### src/rtl/line_code_regs.svh
`ifndef LINE_CODE_REGS_SVH
`define LINE_CODE_REGS_SVH

// ==========================================================
// Ternary symbol codes
`define TERN_ZERO   2'h0
`define TERN_POS    2'h1
`define TERN_NEG    2'h3
`define TERN_BAD    2'h2

// ==========================================================
// Bit clock phases (master clock divided by four)
`define PH_RISE     2'h1
`define PH_HIGH     2'h2
`define PH_FALL     2'h3
`define PH_LOW      2'h0

// ==========================================================
// Reset states, buffer depth and synchroniser width
`define PRE_INIT    1'h1
`define BIT_INIT    1'h0
`define POL_INIT    1'h0
`define FIFO_DEPTH  8
`define SYNC_W      9

`endif

### src/rtl/line_code_pkg.sv
package line_code_pkg;

    // Signed ternary symbol: negative, zero or positive
    typedef logic [1:0] tern_t;

    // All encoder outputs, produced side by side
    typedef struct packed {
        tern_t nrzl;
        tern_t nrzm;
        tern_t unirz;
        tern_t biprz;
        tern_t ami;
        tern_t biol;
        tern_t dicode;
        tern_t duob;
    } enc_out_s;

    // Waveform selected at the decoder input
    typedef enum logic [2:0] {
        FMT_NRZL,
        FMT_NRZM,
        FMT_UNIRZ,
        FMT_BIPRZ,
        FMT_AMI,
        FMT_BIOL,
        FMT_DICODE,
        FMT_DUOB
    } fmt_e;

endpackage

### src/rtl/line_code_codec_pair.sv
`timescale 1ns/10ps
`include "line_code_regs.svh"

// ==========================================================
// Two-flop synchroniser
module pin_sync #(
    parameter int W = 1
) (
    input  logic         mclk,
    input  logic [W-1:0] din,
    output logic [W-1:0] dout
);
    logic [W-1:0] meta_r;

    always_ff @(posedge mclk) begin
        meta_r <= din;
        dout   <= meta_r;
    end
endmodule

// ==========================================================
// Bit buffer in front of the encoder
module bit_fifo #(
    parameter int W = 1,
    parameter int D = 8
) (
    // Clock and reset
    input  logic         mclk,
    input  logic         srst,
    // Fill side
    input  logic [W-1:0] in_data,
    input  logic         in_valid,
    output logic         in_ready,
    // Drain side
    output logic [W-1:0] out_data,
    output logic         out_valid,
    input  logic         out_ready
);
    localparam int AW = (D > 1) ? $clog2(D) : 1;
    localparam int CW = $clog2(D + 1);
    localparam logic [CW-1:0] FULL_CNT = CW'(D);
    localparam logic [AW-1:0] LAST_PTR = AW'(D - 1);

    logic [W-1:0]  mem [D];
    logic [AW-1:0] wr_ptr_r;
    logic [AW-1:0] rd_ptr_r;
    logic [CW-1:0] count_r;
    logic [CW-1:0] count_nxt;
    logic          push;
    logic          pop;

    assign push      = in_valid && in_ready;
    assign pop       = out_valid && out_ready;
    assign out_valid = (count_r != '0);
    assign out_data  = mem[rd_ptr_r];
    assign count_nxt = count_r + CW'(push) - CW'(pop);

    always_ff @(posedge mclk) begin
        if (push) begin
            mem[wr_ptr_r] <= in_data;
        end
    end

    always_ff @(posedge mclk) begin
        if (srst) begin
            wr_ptr_r <= '0;
            rd_ptr_r <= '0;
            count_r  <= '0;
            in_ready <= 1'h0;
        end else begin
            if (push) begin
                wr_ptr_r <= (wr_ptr_r == LAST_PTR) ? '0 : wr_ptr_r + 1'h1;
            end
            if (pop) begin
                rd_ptr_r <= (rd_ptr_r == LAST_PTR) ? '0 : rd_ptr_r + 1'h1;
            end
            count_r  <= count_nxt;
            in_ready <= (count_nxt != FULL_CNT);
        end
    end
endmodule

// ==========================================================
// Operation
// Dicode: bit change gives a pulse opposite to the last pulse
// Dicode: unchanged bit gives the zero level for that bit
// Precoded bit is input xor previous precoded bit, starts at one
// Duobinary symbol is sum of current and previous bipolar precoded bits
// All line codes are produced in parallel from one input stream
// Controller resets the encoder again after master clock loss; the code has no clock-loss detection and resets only on its reset inputs
// Only one encoded waveform is fed to the decoder at a time
// Decoder bit clock is aligned, symbol boundaries on falling edges
// Strobe output is generated directly from the decoder bit clock
// Decoder samples on strobe rise, data valid right after
// Decoder is reset after bit clock or waveform is applied
// Decoder reset output drives encoder reset; either button resets both
// Unlinked reset: hold encoder, pulse decoder, then release encoder
// Decoder state starts from the encoder's initial state after reset
// Decoder recovers data from every format the encoder makes
// Encoder bit clock is the master clock divided by four
// Source changes data on bit clock rise; symbol from next fall
// Three-level outputs are two-bit signed ternary symbols
module line_code_codec_pair #(
    parameter int FIFO_DEPTH = `FIFO_DEPTH
) (
    // Clock and reset
    input  logic                   mclk,
    input  logic                   resetn,
    // Reset buttons and reset link
    input  logic                   enc_rst_btn,
    input  logic                   dec_rst_btn,
    input  logic                   enc_rst_in,
    output logic                   dec_rst_out,
    // Bit source
    input  logic                   src_data,
    input  logic                   src_valid,
    output logic                   src_ready,
    // Encoder line side
    output logic                   enc_bclk,
    output line_code_pkg::enc_out_s enc_out,
    // Decoder line side
    input  logic                   dec_bclk,
    input  line_code_pkg::tern_t   dec_line,
    input  line_code_pkg::fmt_e    dec_fmt,
    output logic                   dec_strobe,
    output logic                   dec_data
);
    import line_code_pkg::*;

    // ======================================================
    // Pin synchronisers and resets
    logic [`SYNC_W-1:0] pins_s;
    logic               enc_btn_s;
    logic               dec_btn_s;
    logic               enc_in_s;
    logic               bclk_s;
    tern_t              line_s;
    fmt_e               fmt_s;
    logic               enc_rst;
    logic               dec_rst;

    pin_sync #(.W(`SYNC_W)) u_sync (
        .mclk (mclk),
        .din  ({enc_rst_btn, dec_rst_btn, enc_rst_in, dec_bclk,
                dec_line, dec_fmt}),
        .dout (pins_s)
    );

    assign {enc_btn_s, dec_btn_s, enc_in_s, bclk_s} = pins_s[8:5];
    assign line_s  = pins_s[4:3];
    assign fmt_s   = fmt_e'(pins_s[2:0]);
    // Encoder button resets both ends; decoder button resets the encoder only through the reset link
    assign enc_rst = !resetn || enc_btn_s || enc_in_s;
    assign dec_rst = !resetn || dec_btn_s || enc_btn_s;

    always_ff @(posedge mclk) begin
        if (!resetn) begin
            dec_rst_out <= 1'h0;
        end else begin
            dec_rst_out <= dec_btn_s || enc_btn_s;
        end
    end

    // ======================================================
    // Encoder: bit clock and source buffer
    logic [1:0] ph_r;
    logic       next_bit_r;
    logic       fifo_bit;
    logic       fifo_valid;
    logic       at_rise;
    logic       at_fall;

    assign at_rise = (ph_r == `PH_RISE);
    assign at_fall = (ph_r == `PH_FALL);

    bit_fifo #(.W(1), .D(FIFO_DEPTH)) u_fifo (
        .mclk      (mclk),
        .srst      (enc_rst),
        .in_data   (src_data),
        .in_valid  (src_valid),
        .in_ready  (src_ready),
        .out_data  (fifo_bit),
        .out_valid (fifo_valid),
        .out_ready (at_rise)
    );

    always_ff @(posedge mclk) begin
        if (enc_rst) begin
            ph_r       <= `PH_LOW;
            enc_bclk   <= 1'h0;
            next_bit_r <= `BIT_INIT;
        end else begin
            ph_r     <= ph_r + 2'h1;
            enc_bclk <= (ph_r == `PH_RISE) || (ph_r == `PH_HIGH);
            if (at_rise) begin
                // Empty buffer sends zeros
                next_bit_r <= fifo_valid && fifo_bit;
            end
        end
    end

    // ======================================================
    // Encoder: symbol formation
    function automatic tern_t bip(input logic b);
        return b ? `TERN_POS : `TERN_NEG;
    endfunction

    logic     enc_bit_r;
    logic     nrzm_lvl_r;
    logic     ami_pol_r;
    logic     dic_pol_r;
    logic     pre_r;
    logic     upd_r;
    logic     x;
    logic     chg;
    logic     nrzm_lvl_nxt;
    logic     ami_pol_nxt;
    logic     dic_pol_nxt;
    logic     pre_nxt;
    tern_t    duob_sym;
    enc_out_s full_sym;
    enc_out_s half_sym;

    assign x            = next_bit_r;
    assign chg          = x ^ enc_bit_r;
    assign nrzm_lvl_nxt = nrzm_lvl_r ^ x;
    assign ami_pol_nxt  = x ? !ami_pol_r : ami_pol_r;
    assign dic_pol_nxt  = chg ? !dic_pol_r : dic_pol_r;
    assign pre_nxt      = x ^ pre_r;
    assign duob_sym     = (pre_nxt && pre_r)   ? `TERN_POS :
                          (!pre_nxt && !pre_r) ? `TERN_NEG :
                                                 `TERN_ZERO;

    // Full-bit symbols, all from the same input bit
    assign full_sym.nrzl   = bip(x);
    assign full_sym.nrzm   = bip(nrzm_lvl_nxt);
    assign full_sym.unirz  = x ? `TERN_POS : `TERN_ZERO;
    assign full_sym.biprz  = bip(x);
    assign full_sym.ami    = x ? bip(ami_pol_nxt) : `TERN_ZERO;
    assign full_sym.biol   = bip(x);
    assign full_sym.dicode = chg ? bip(dic_pol_nxt) : `TERN_ZERO;
    assign full_sym.duob   = duob_sym;

    // Second half of the bit: return to zero, biphase inverts
    assign half_sym.nrzl   = enc_out.nrzl;
    assign half_sym.nrzm   = enc_out.nrzm;
    assign half_sym.unirz  = `TERN_ZERO;
    assign half_sym.biprz  = `TERN_ZERO;
    assign half_sym.ami    = `TERN_ZERO;
    assign half_sym.biol   = bip(!enc_bit_r);
    assign half_sym.dicode = enc_out.dicode;
    assign half_sym.duob   = enc_out.duob;

    always_ff @(posedge mclk) begin
        if (enc_rst) begin
            enc_bit_r  <= `BIT_INIT;
            nrzm_lvl_r <= `POL_INIT;
            ami_pol_r  <= `POL_INIT;
            dic_pol_r  <= `POL_INIT;
            pre_r      <= `PRE_INIT;
            upd_r      <= 1'h0;
            enc_out    <= '0;
        end else begin
            upd_r <= at_fall;
            if (at_fall) begin
                enc_bit_r  <= x;
                nrzm_lvl_r <= nrzm_lvl_nxt;
                ami_pol_r  <= ami_pol_nxt;
                dic_pol_r  <= dic_pol_nxt;
                pre_r      <= pre_nxt;
                enc_out    <= full_sym;
            end else if (at_rise) begin
                enc_out    <= half_sym;
            end
        end
    end

    // ======================================================
    // Decoder: strobe from bit clock, sample on its rise
    logic  bclk_d_r;
    logic  fall_d_r;
    logic  dec_rise;
    logic  dec_fall;
    tern_t first_r;
    logic  prev_lvl_r;
    logic  dec_prev_r;
    logic  dec_bit;
    logic  first_pos;
    logic  first_nz;

    assign dec_rise  = bclk_s && !bclk_d_r;
    assign dec_fall  = !bclk_s && bclk_d_r;
    assign first_pos = (first_r == `TERN_POS);
    assign first_nz  = (first_r != `TERN_ZERO);

    // Bit recovery per waveform format
    always_comb begin
        case (fmt_s)
            FMT_NRZL:   dec_bit = (line_s == `TERN_POS);
            FMT_NRZM:   dec_bit = first_pos ^ prev_lvl_r;
            FMT_UNIRZ:  dec_bit = first_pos;
            FMT_BIPRZ:  dec_bit = first_pos;
            FMT_AMI:    dec_bit = first_nz;
            FMT_BIOL:   dec_bit = first_pos;
            FMT_DICODE: dec_bit = first_nz ? !dec_prev_r : dec_prev_r;
            FMT_DUOB:   dec_bit = (line_s == `TERN_ZERO);
            default:    dec_bit = 1'h0;
        endcase
    end

    always_ff @(posedge mclk) begin
        if (dec_rst) begin
            bclk_d_r   <= 1'h0;
            fall_d_r   <= 1'h0;
            first_r    <= `TERN_ZERO;
            prev_lvl_r <= `POL_INIT;
            dec_prev_r <= `BIT_INIT;
            dec_strobe <= 1'h0;
            dec_data   <= 1'h0;
        end else begin
            bclk_d_r   <= bclk_s;
            fall_d_r   <= dec_fall;
            dec_strobe <= bclk_s;
            // First-half level, taken just after the symbol boundary
            if (fall_d_r) begin
                first_r <= line_s;
            end
            if (dec_rise) begin
                dec_data   <= dec_bit;
                prev_lvl_r <= first_pos;
                dec_prev_r <= dec_bit;
            end
        end
    end

    // ======================================================
    // Checks
    a_bclk_div4: assert property (@(posedge mclk) disable iff (enc_rst)
        $rose(enc_bclk) |=> enc_bclk ##1 !enc_bclk ##1 !enc_bclk ##1 enc_bclk)
        else $error("bit clock is not master clock over four");

    a_dicode_pulse: assert property (@(posedge mclk) disable iff (enc_rst)
        upd_r && (enc_bit_r != $past(enc_bit_r)) |->
            (dic_pol_r != $past(dic_pol_r)) && (enc_out.dicode == bip(dic_pol_r)))
        else $error("dicode pulse polarity did not alternate");

    a_dicode_zero: assert property (@(posedge mclk) disable iff (enc_rst)
        upd_r && (enc_bit_r == $past(enc_bit_r)) |->
            (enc_out.dicode == `TERN_ZERO) ##1 (enc_out.dicode == `TERN_ZERO))
        else $error("dicode not zero for unchanged bit");

    a_precode_sum: assert property (@(posedge mclk) disable iff (enc_rst)
        upd_r |-> pre_r == (enc_bit_r ^ $past(pre_r)))
        else $error("precoded bit is not a modulo-2 sum");

    a_precode_init: assert property (@(posedge mclk) disable iff (!resetn)
        enc_rst |=> pre_r)
        else $error("precoded state not one after reset");

    a_duob_level: assert property (@(posedge mclk) disable iff (enc_rst)
        upd_r |-> enc_out.duob == ((pre_r == $past(pre_r)) ?
            bip(pre_r) : `TERN_ZERO))
        else $error("duobinary symbol is not the sum of bipolar bits");

    a_parallel_out: assert property (@(posedge mclk) disable iff (enc_rst)
        upd_r |-> (enc_out.nrzl == bip(enc_bit_r)) &&
            (enc_out.biol == bip(enc_bit_r)) &&
            (enc_out.unirz == (enc_bit_r ? `TERN_POS : `TERN_ZERO))
            ##2 (enc_out.biol == bip(!enc_bit_r)))
        else $error("line codes not produced together");

    a_symbol_edge: assert property (@(posedge mclk) disable iff (enc_rst)
        $changed(enc_out) |-> ($past(ph_r) == `PH_FALL) ||
            ($past(ph_r) == `PH_RISE))
        else $error("symbol changed away from a bit clock edge");

    a_tern_legal: assert property (@(posedge mclk) disable iff (enc_rst)
        (enc_out.dicode != `TERN_BAD) && (enc_out.duob != `TERN_BAD) &&
            (enc_out.ami != `TERN_BAD))
        else $error("illegal ternary code");

    a_strobe_src: assert property (@(posedge mclk) disable iff (dec_rst)
        $rose(bclk_s) |=> dec_strobe ##1 (dec_strobe == $past(bclk_s)))
        else $error("strobe does not follow bit clock");

    a_sample_rise: assert property (@(posedge mclk) disable iff (dec_rst)
        $rose(dec_strobe) |-> dec_data == $past(dec_bit))
        else $error("decoded bit not sampled on strobe rise");

    a_rst_link: assert property (@(posedge mclk) disable iff (!resetn)
        (dec_btn_s || enc_btn_s) |=> dec_rst_out && !dec_prev_r)
        else $error("reset output or decoder state wrong on reset");

endmodule

### config.mk
export PLATFORM = sky130hd
export DESIGN_NAME = line_code_codec_pair
export DESIGN_NICKNAME = d
export VERILOG_FILES = /design/src/rtl/line_code_pkg.sv /design/src/rtl/line_code_codec_pair.sv
export VERILOG_INCLUDE_DIRS = /design/src /design/src/rtl
export SDC_FILE = /design/constraint.sdc
export NUM_CORES = 1
export LEC_CHECK = 0
export BUFFER_PORTS_ARGS = -buffer_cell sky130_fd_sc_hd__buf_4
export CAP_MARGIN = 25
export CORE_ASPECT_RATIO = 0.8
export CORE_UTILIZATION = 51
export CTS_BUF_LIST = sky130_fd_sc_hd__clkbuf_16
export DETAILED_ROUTE_END_ITERATION = 7
export PLACE_DENSITY = 0.77
export SETUP_SLACK_MARGIN = 0.3
export SLEW_MARGIN = 20
export SYNTH_ARGS = -nofsm -noshare
export SYNTH_HDL_FRONTEND = slang
export SYNTH_HIERARCHICAL = 1
export SYNTH_SLANG_ARGS = --single-unit
### constraint.sdc
create_clock -name mclk -period 2.25 [get_ports mclk]
set_input_delay 0.3375 -clock mclk [delete_from_list [all_inputs] [get_ports mclk]]
set_output_delay 0.3375 -clock mclk [all_outputs]
set_load 0.03 [all_outputs]
==> results of run 1 <==
[sequential cells by signal (all words and copies together), names as in the netlist, 2 cells and up, named ones only]
name and count:
u_sync/meta_r 9, u_sync/dout 9, u_fifo/rd_ptr_r 3, u_fifo/mem 8, u_fifo/count_r 4, first_r 2, enc_out 13, u_fifo/wr_ptr_r 3
[cell families after synthesis]
kind of cell	count (synthesis)
and+or+nand+nor	80
DFF	68
AOI/OAI and AO/OA	33
buffers and inverters	23
adders and majority gates	14
muxes	14
xor gates and xnor gates	6
other	1
[final timing paths]
| check | from | endpoint | slack, ns | depth (start not counted) |
|---|---|---|---|---|
| max | u_fifo/count_r[2]$_SDFF_PP0_ | u_fifo/in_ready$_SDFF_PP0_ | 0.007 | 12 |
| max reg2reg | u_fifo/count_r[2]$_SDFF_PP0_ | u_fifo/in_ready$_SDFF_PP0_ | 0.007 | 12 |
| min | dec_line[0] | u_sync/meta_r[3]$_DFF_P_ | 0.11 | 1 |
| min reg2reg | u_sync/meta_r[7]$_DFF_P_ | u_sync/dout[7]$_DFF_P_ | 0.33 | 0 |
[cell type report]
cell class	instances	area [µm²]	area share, %
sequential	68	1440	44.3
multi-input combinational	148	1080	33.3
timing repair buffer	43	323	9.91
clock buffer	9	225	6.92
tap	60	75.1	2.31
clock inverter	7	53.8	1.65
inverter	14	52.6	1.61
[cells in the mapped netlist (2+ instances only)]
cell	count	area share (%)
a211oi_1	5	1.5
a21oi_1	16	3.1
and2_1	4	0.97
buf_2	3	0.58
buf_4	3	0.87
dfxtp_1	60	47
edfxtp_1	8	9.3
ha_1	13	6.3
inv_1	12	1.7
inv_2	2	0.29
mux2i_1	11	4.3
mux4_2	2	1.7
nand2_1	10	1.5
nand2b_1	5	1.2
nand3_1	7	1.4
nor2_1	32	4.7
nor2b_1	3	0.73
nor3_1	6	1.2
nor3b_1	3	0.87
o21ai_0	2	0.39
xnor2_1	3	1.0
xor2_1	3	1.0
[routing by layer]
layer / vias up / share of wire, % / routed length [µm] / track usage [%]
met5: - / 0 / 0 / 0
met4: 0 / 1.6 / 68 / 7.81
met3: 6 / 5.5 / 240 / 9.86
met2: 41 / 44 / 1930 / 28.9
met1: 805 / 48 / 2100 / 23.3
li1: 916 / - / - / -
[power by group through the flow]
stage | Combinational [mW] | Sequential, mW | Clock, mW
final | 0.0724 | 1.26 | 1.27
after global routing | 0.0798 | 1.26 | 1.36
after CTS | 0.0729 | 1.26 | 1.29
after detailed placement | 0.0710 | 1.29 | 0
after global placement | 0.0692 | 1.29 | 0
after floorplan | 0.0369 | 1.29 | 0
[repair_timing]
item | CTS | global route
hold endpoints to repair | 0 | 0
buffers inserted | 5 | 0
pin swaps | 8 | 5
endpoints found under the setup margin | 2 | 4
gates resized for setup | 9 | 4
==> metrics.txt, run 1 <==
CTS Hold Bufs 0; Seq/Total Area, Yosys 56.0%; Die ar. 5340 µm²; highest fanout seen on the critical path 4; number of flops mapped to enable cells by yosys 8; Tot Pwr 2.60 mW; dpl ws -0.0181 ns; largest net degree at the start of global routing 35; cts bufs inserted 9; core box area 4710 µm²; CTS sink cnt 68; Die Ht 65.5 µm; Max clock buf depth 2; most frequent cells in the layout dfxtp_1 (59), buf_4 (43), nor2_1 (32); nature of the critical path endpoint flip-flop; hpwl dp 2.84 mm; DRC 0; remaining global-route overflow 0; Leak 1.29 nW; Fin. Hold Viols 0; setup ws final 0.00704 ns; Max Cap Violations 0; DR vias/cell 5.07; Clock H-tree levels 3; XOR/XNOR share of the synthesized area 2.04%; Reg clk slew, reported paths 0.06 ns; Max Freq 446 MHz; peak supply drop 0.000757 V; CP top delay family simple AND/OR/NAND/NOR gates; crit path cell chain inv_2, ha_4, nor3b_4, inv_2, buf_4, buf_4, nand3_1, inv_1, fa_2, xnor2_4, nor4b_2, a211oi_1; complex-gate fraction of the synthesized area 8.17%; vias in the first global route 1,705; status completed; Fillers 350; Synth-to-Final Area Change 26.5%; dpl cell area 2890 µm²; yosys warns 6; sequential power share 48.4%; ys flop type dfxtp_1; Vias 1,768; antenna viol nets, final 0; DRT Wirelength 4.33 mm; Logic pwr share 2.8%; Clk Latency, worst-skew pair 0.33 ns; switching part of the total 22.1%; Slew Limit Fails 0; Final Setup Violations 0; WHS 0.106 ns; DR pass1 iterations 4; Netlist cell types 48; first-pass GRT wire length 7.44 mm; min cycle time layout 2.24 ns; Final Cycle Share 99.7%; Critical Path Max Stage Delay 0.41 ns; First DRT Iteration DRCs 87; synthesis-stage register bit count 68; Die Span X 81.4 µm; clock power share 48.8%; gpl congestion 0.787; Starting Density 54.7%; post-route cell area 3260 µm²; syn avg cell area 10.8 µm²; aggregate global-route resource usage 19.3%; RSZ-0062 raised after global routing true; Syn Nets 266; WS Path Type flip-flop to flip-flop; layout cells sized above 1 28.4%; # IOs 34; most common cell after layout, fill and taps aside dfxtp_1; CP startpoint kind flip-flop; Min-Delay Path Class input port to flip-flop; CTS root buf clkbuf_16; mux cell area share after synthesis 6.47%; largest family of logic cells by synthesized area simple AND/OR/NAND/NOR gates; Required @ worst endpoint 2.45 ns; CTS tree built; post-synthesis adder-cell area fraction 7.10%; I/O Buffers 32; worst endpoint data arrival time 2.44 ns; Sw Pwr 0.575 mW; Syn Std Cell Area 2570 µm²; antenna violations before repair 0; Inserted Diodes 0; post-route insts no fill 349; Syn Inst Count 239; post-route clock skew 0.00632 ns; Power Density 800 nW/µm²; FP Rows 22; share of synthesized registers carrying an async set or reset 0%; TNS Setup 0 ns; Critical-path top delay cell fa_2; fin util 69.2%; P_int 2.03 mW; placed cells 328; Buffers & Inverters on Critical Path 5; WL per Instance 12.4 µm; Post-Synth Simple-Gate Area 15.8%; nets@finish 311
(Power assumes the default switching activity.)
==> run 2, diff against run 1 <==
CORE_ASPECT_RATIO = 1.2   (was 0.8)
==> run 2 against run 1 <==
Effect of this change: the flow now finishes with violations (negative setup slack); global-route usage shrank 0.26 points; setup slack lost 0.15 ns; final area grew 2.4%; sequential power is essentially flat; clock skew shrank 0.0022 ns; clock power grew 24%; die area is essentially flat; flip-flop and latch count is the same; sequential share of layout area shrank 0.99 points; largest cell class unchanged; largest power group unchanged.
==> metrics.txt, run 2 (synthesis gave the netlist of run 1 again) <==
hpwl dp 2.93 mm (was 2.84 mm); nature of the critical path endpoint flip-flop (unchanged); CTS tree built (unchanged); largest net degree at the start of global routing 35 (unchanged); First DRT Iteration DRCs 39 (was 87); I/O Buffers 32 (unchanged); Die Span X 66.9 µm (was 81.4 µm); Least-Margin Pin Slew 0.514 ns; RSZ-0062 raised after global routing true (unchanged); CP startpoint kind flip-flop (unchanged); antenna violations before repair 0 (unchanged); Required @ worst endpoint 2.44 ns (was 2.45 ns); Top reg by flops enc_out (unchanged); most common cell after layout, fill and taps aside dfxtp_1 (unchanged); DRT Wirelength 4.62 mm (was 4.33 mm); Final Cycle Share 106% (was 99.7%); CTS sink cnt 68 (unchanged); setup ws final -0.139 ns (was 0.00704 ns); Power Density 872 nW/µm² (was 800 nW/µm²); Starting Density 54.4% (was 54.7%); WS Path Type flip-flop to flip-flop (unchanged); CTS root buf clkbuf_16 (unchanged); most frequent cells in the layout dfxtp_1 (58), buf_4 (44), nor2_1 (32) (was dfxtp_1 (59), buf_4 (43), nor2_1 (32)); Slew HR 65.7%; multi-input logic area 1100 µm² (was 1080 µm²); Synth-to-Final Area Change 29.6% (was 26.5%); FP Rows 27 (was 22); first-pass GRT wire length 7.27 mm (was 7.44 mm); Fin. Hold Viols 0 (unchanged); DRC 0 (unchanged); Slew Limit Fails 0 (unchanged); placed cells 326 (was 328); Inserted Diodes 0 (unchanged); Fillers 334 (was 350); post-route clock skew 0.00414 ns (was 0.00632 ns); Min-Delay Path Class input port to flip-flop (unchanged); antenna viol nets, final 0 (unchanged); Die Ht 79.8 µm (was 65.5 µm); Leak 1.33 nW (was 1.29 nW); vias in the first global route 1,733 (was 1,705); Max clock buf depth 2 (unchanged); flip-flop and latch area 1440 µm² (about the same); nets@finish 312 (was 311); aggregate global-route resource usage 19.1% (was 19.3%); Clock H-tree levels 3 (unchanged); min cycle time layout 2.39 ns (was 2.24 ns); Vias 1,842 (was 1,768); worst endpoint data arrival time 2.58 ns (was 2.44 ns); fin util 70.5% (was 69.2%); WL per Instance 13.3 µm (was 12.4 µm); peak supply drop 0.000472 V (was 0.000757 V); DR pass1 iterations 5 (was 4); Clk Latency, worst-skew pair 0.33 ns (about the same); DR vias/cell 5.29 (was 5.07); layout cells sized above 1 29.3% (was 28.4%); gpl congestion 0.809 (was 0.787); status finished, violations left (was completed); highest fanout seen on the critical path 3 (was 4); Max Cap Violations 0 (unchanged); WHS 0.111 ns (was 0.106 ns); remaining global-route overflow 0 (unchanged); Final Setup Violations 2 (was 0); Largest regs enc_out: 13 flops, u_sync/dout: 9 flops, u_sync/meta_r: 9 flops (unchanged); core box area 4730 µm² (was 4710 µm²); max reg flops 13 (unchanged); cts bufs inserted 9 (unchanged); Die ar. 5340 µm² (about the same); # IOs 34 (unchanged); Reg clk slew, reported paths 0.05 ns (was 0.06 ns); post-route insts no fill 348 (was 349); failing checks negative setup slack; Max Freq 419 MHz (was 446 MHz)
-- run 2: cell types whose count changed in the layout (fill, tap and decap cells not counted), sizes merged --
cell	delta
bufinv	+3
buf	+1
clkinvlp	-3
inv	+1
clkinv	-1
-- run 2: final timing paths --
| path | from | endpoint | slack (ns) | cells after the start |
|---|---|---|---|---|
| setup reg to reg | u_fifo/count_r[2]$_SDFF_PP0_ | u_fifo/in_ready$_SDFF_PP0_ | -0.14 | 12 |
| setup / recovery | u_fifo/count_r[2]$_SDFF_PP0_ | u_fifo/in_ready$_SDFF_PP0_ | -0.14 | 12 |
| hold reg to reg | u_sync/meta_r[2]$_DFF_P_ | u_sync/dout[2]$_DFF_P_ | 0.32 | 0 |
| hold / removal | enc_rst_btn | u_sync/meta_r[8]$_DFF_P_ | 0.11 | 1 |
-- run 2: per-stage QoR --
step           setup WS [ns]  power (mW)  setup TNS, ns  cell area (µm²)
6_report              -0.139        2.91         -0.181             3330
5_1_grt               -0.266        2.99         -0.487             3330
4_1_cts               0.0458        2.94              0             3290
3_5_place_dp         -0.0368        1.36        -0.0368             2890
3_3_place_gp          0.0920        1.36              0             2890
2_1_floorplan         0.0707        1.33              0             2580
-- run 2: report_power, final --
group          leakage, nW  switching [mW]  internal [mW]  total, mW
clock                0.167           0.494           1.08       1.57
sequential           0.564          0.0128           1.25       1.26
combinational        0.601          0.0385         0.0343     0.0728
-- run 2: final cells by class --
| class | count | area share [%] |
|---|---|---|
| Multi-Input combinational cell | 148 | 32.9 |
| Clock buffer | 9 | 6.75 |
| Clock inverter | 7 | 3.41 |
| Sequential cell | 68 | 43.3 |
| Tap cell | 58 | 2.18 |
| Inverter | 14 | 1.58 |
| Timing Repair Buffer | 44 | 9.91 |
-- run 2: what timing repair did --
item | CTS | global route
pin swaps | 8 | 1
setup endpoints to repair | 3 | 4
setup buffers | 4 | 2
hold buffers | 0 | 0
gates resized for setup | 12 | 4
-- run 2: routing by layer --
layer	up-vias	track usage (%)	wire, µm
met5	-	0	0
li1	917	-	-
met2	46	32.6	2350
met1	866	19.4	1960
met4	0	14.3	134
met3	13	4.86	181
-- run 2: critical path: stages, from the launching register on --
cell	delay, ns
dfxtp_2	0.31
inv_2	0.07
ha_4	0.12
nor3b_4	0.22
inv_2	0.07
nand2_2	0.06
xor2_1	0.18
ha_2	0.24
inv_2	0.05
fa_2	0.40
xnor2_4	0.18
nor4b_2	0.24
a211oi_1	0.12
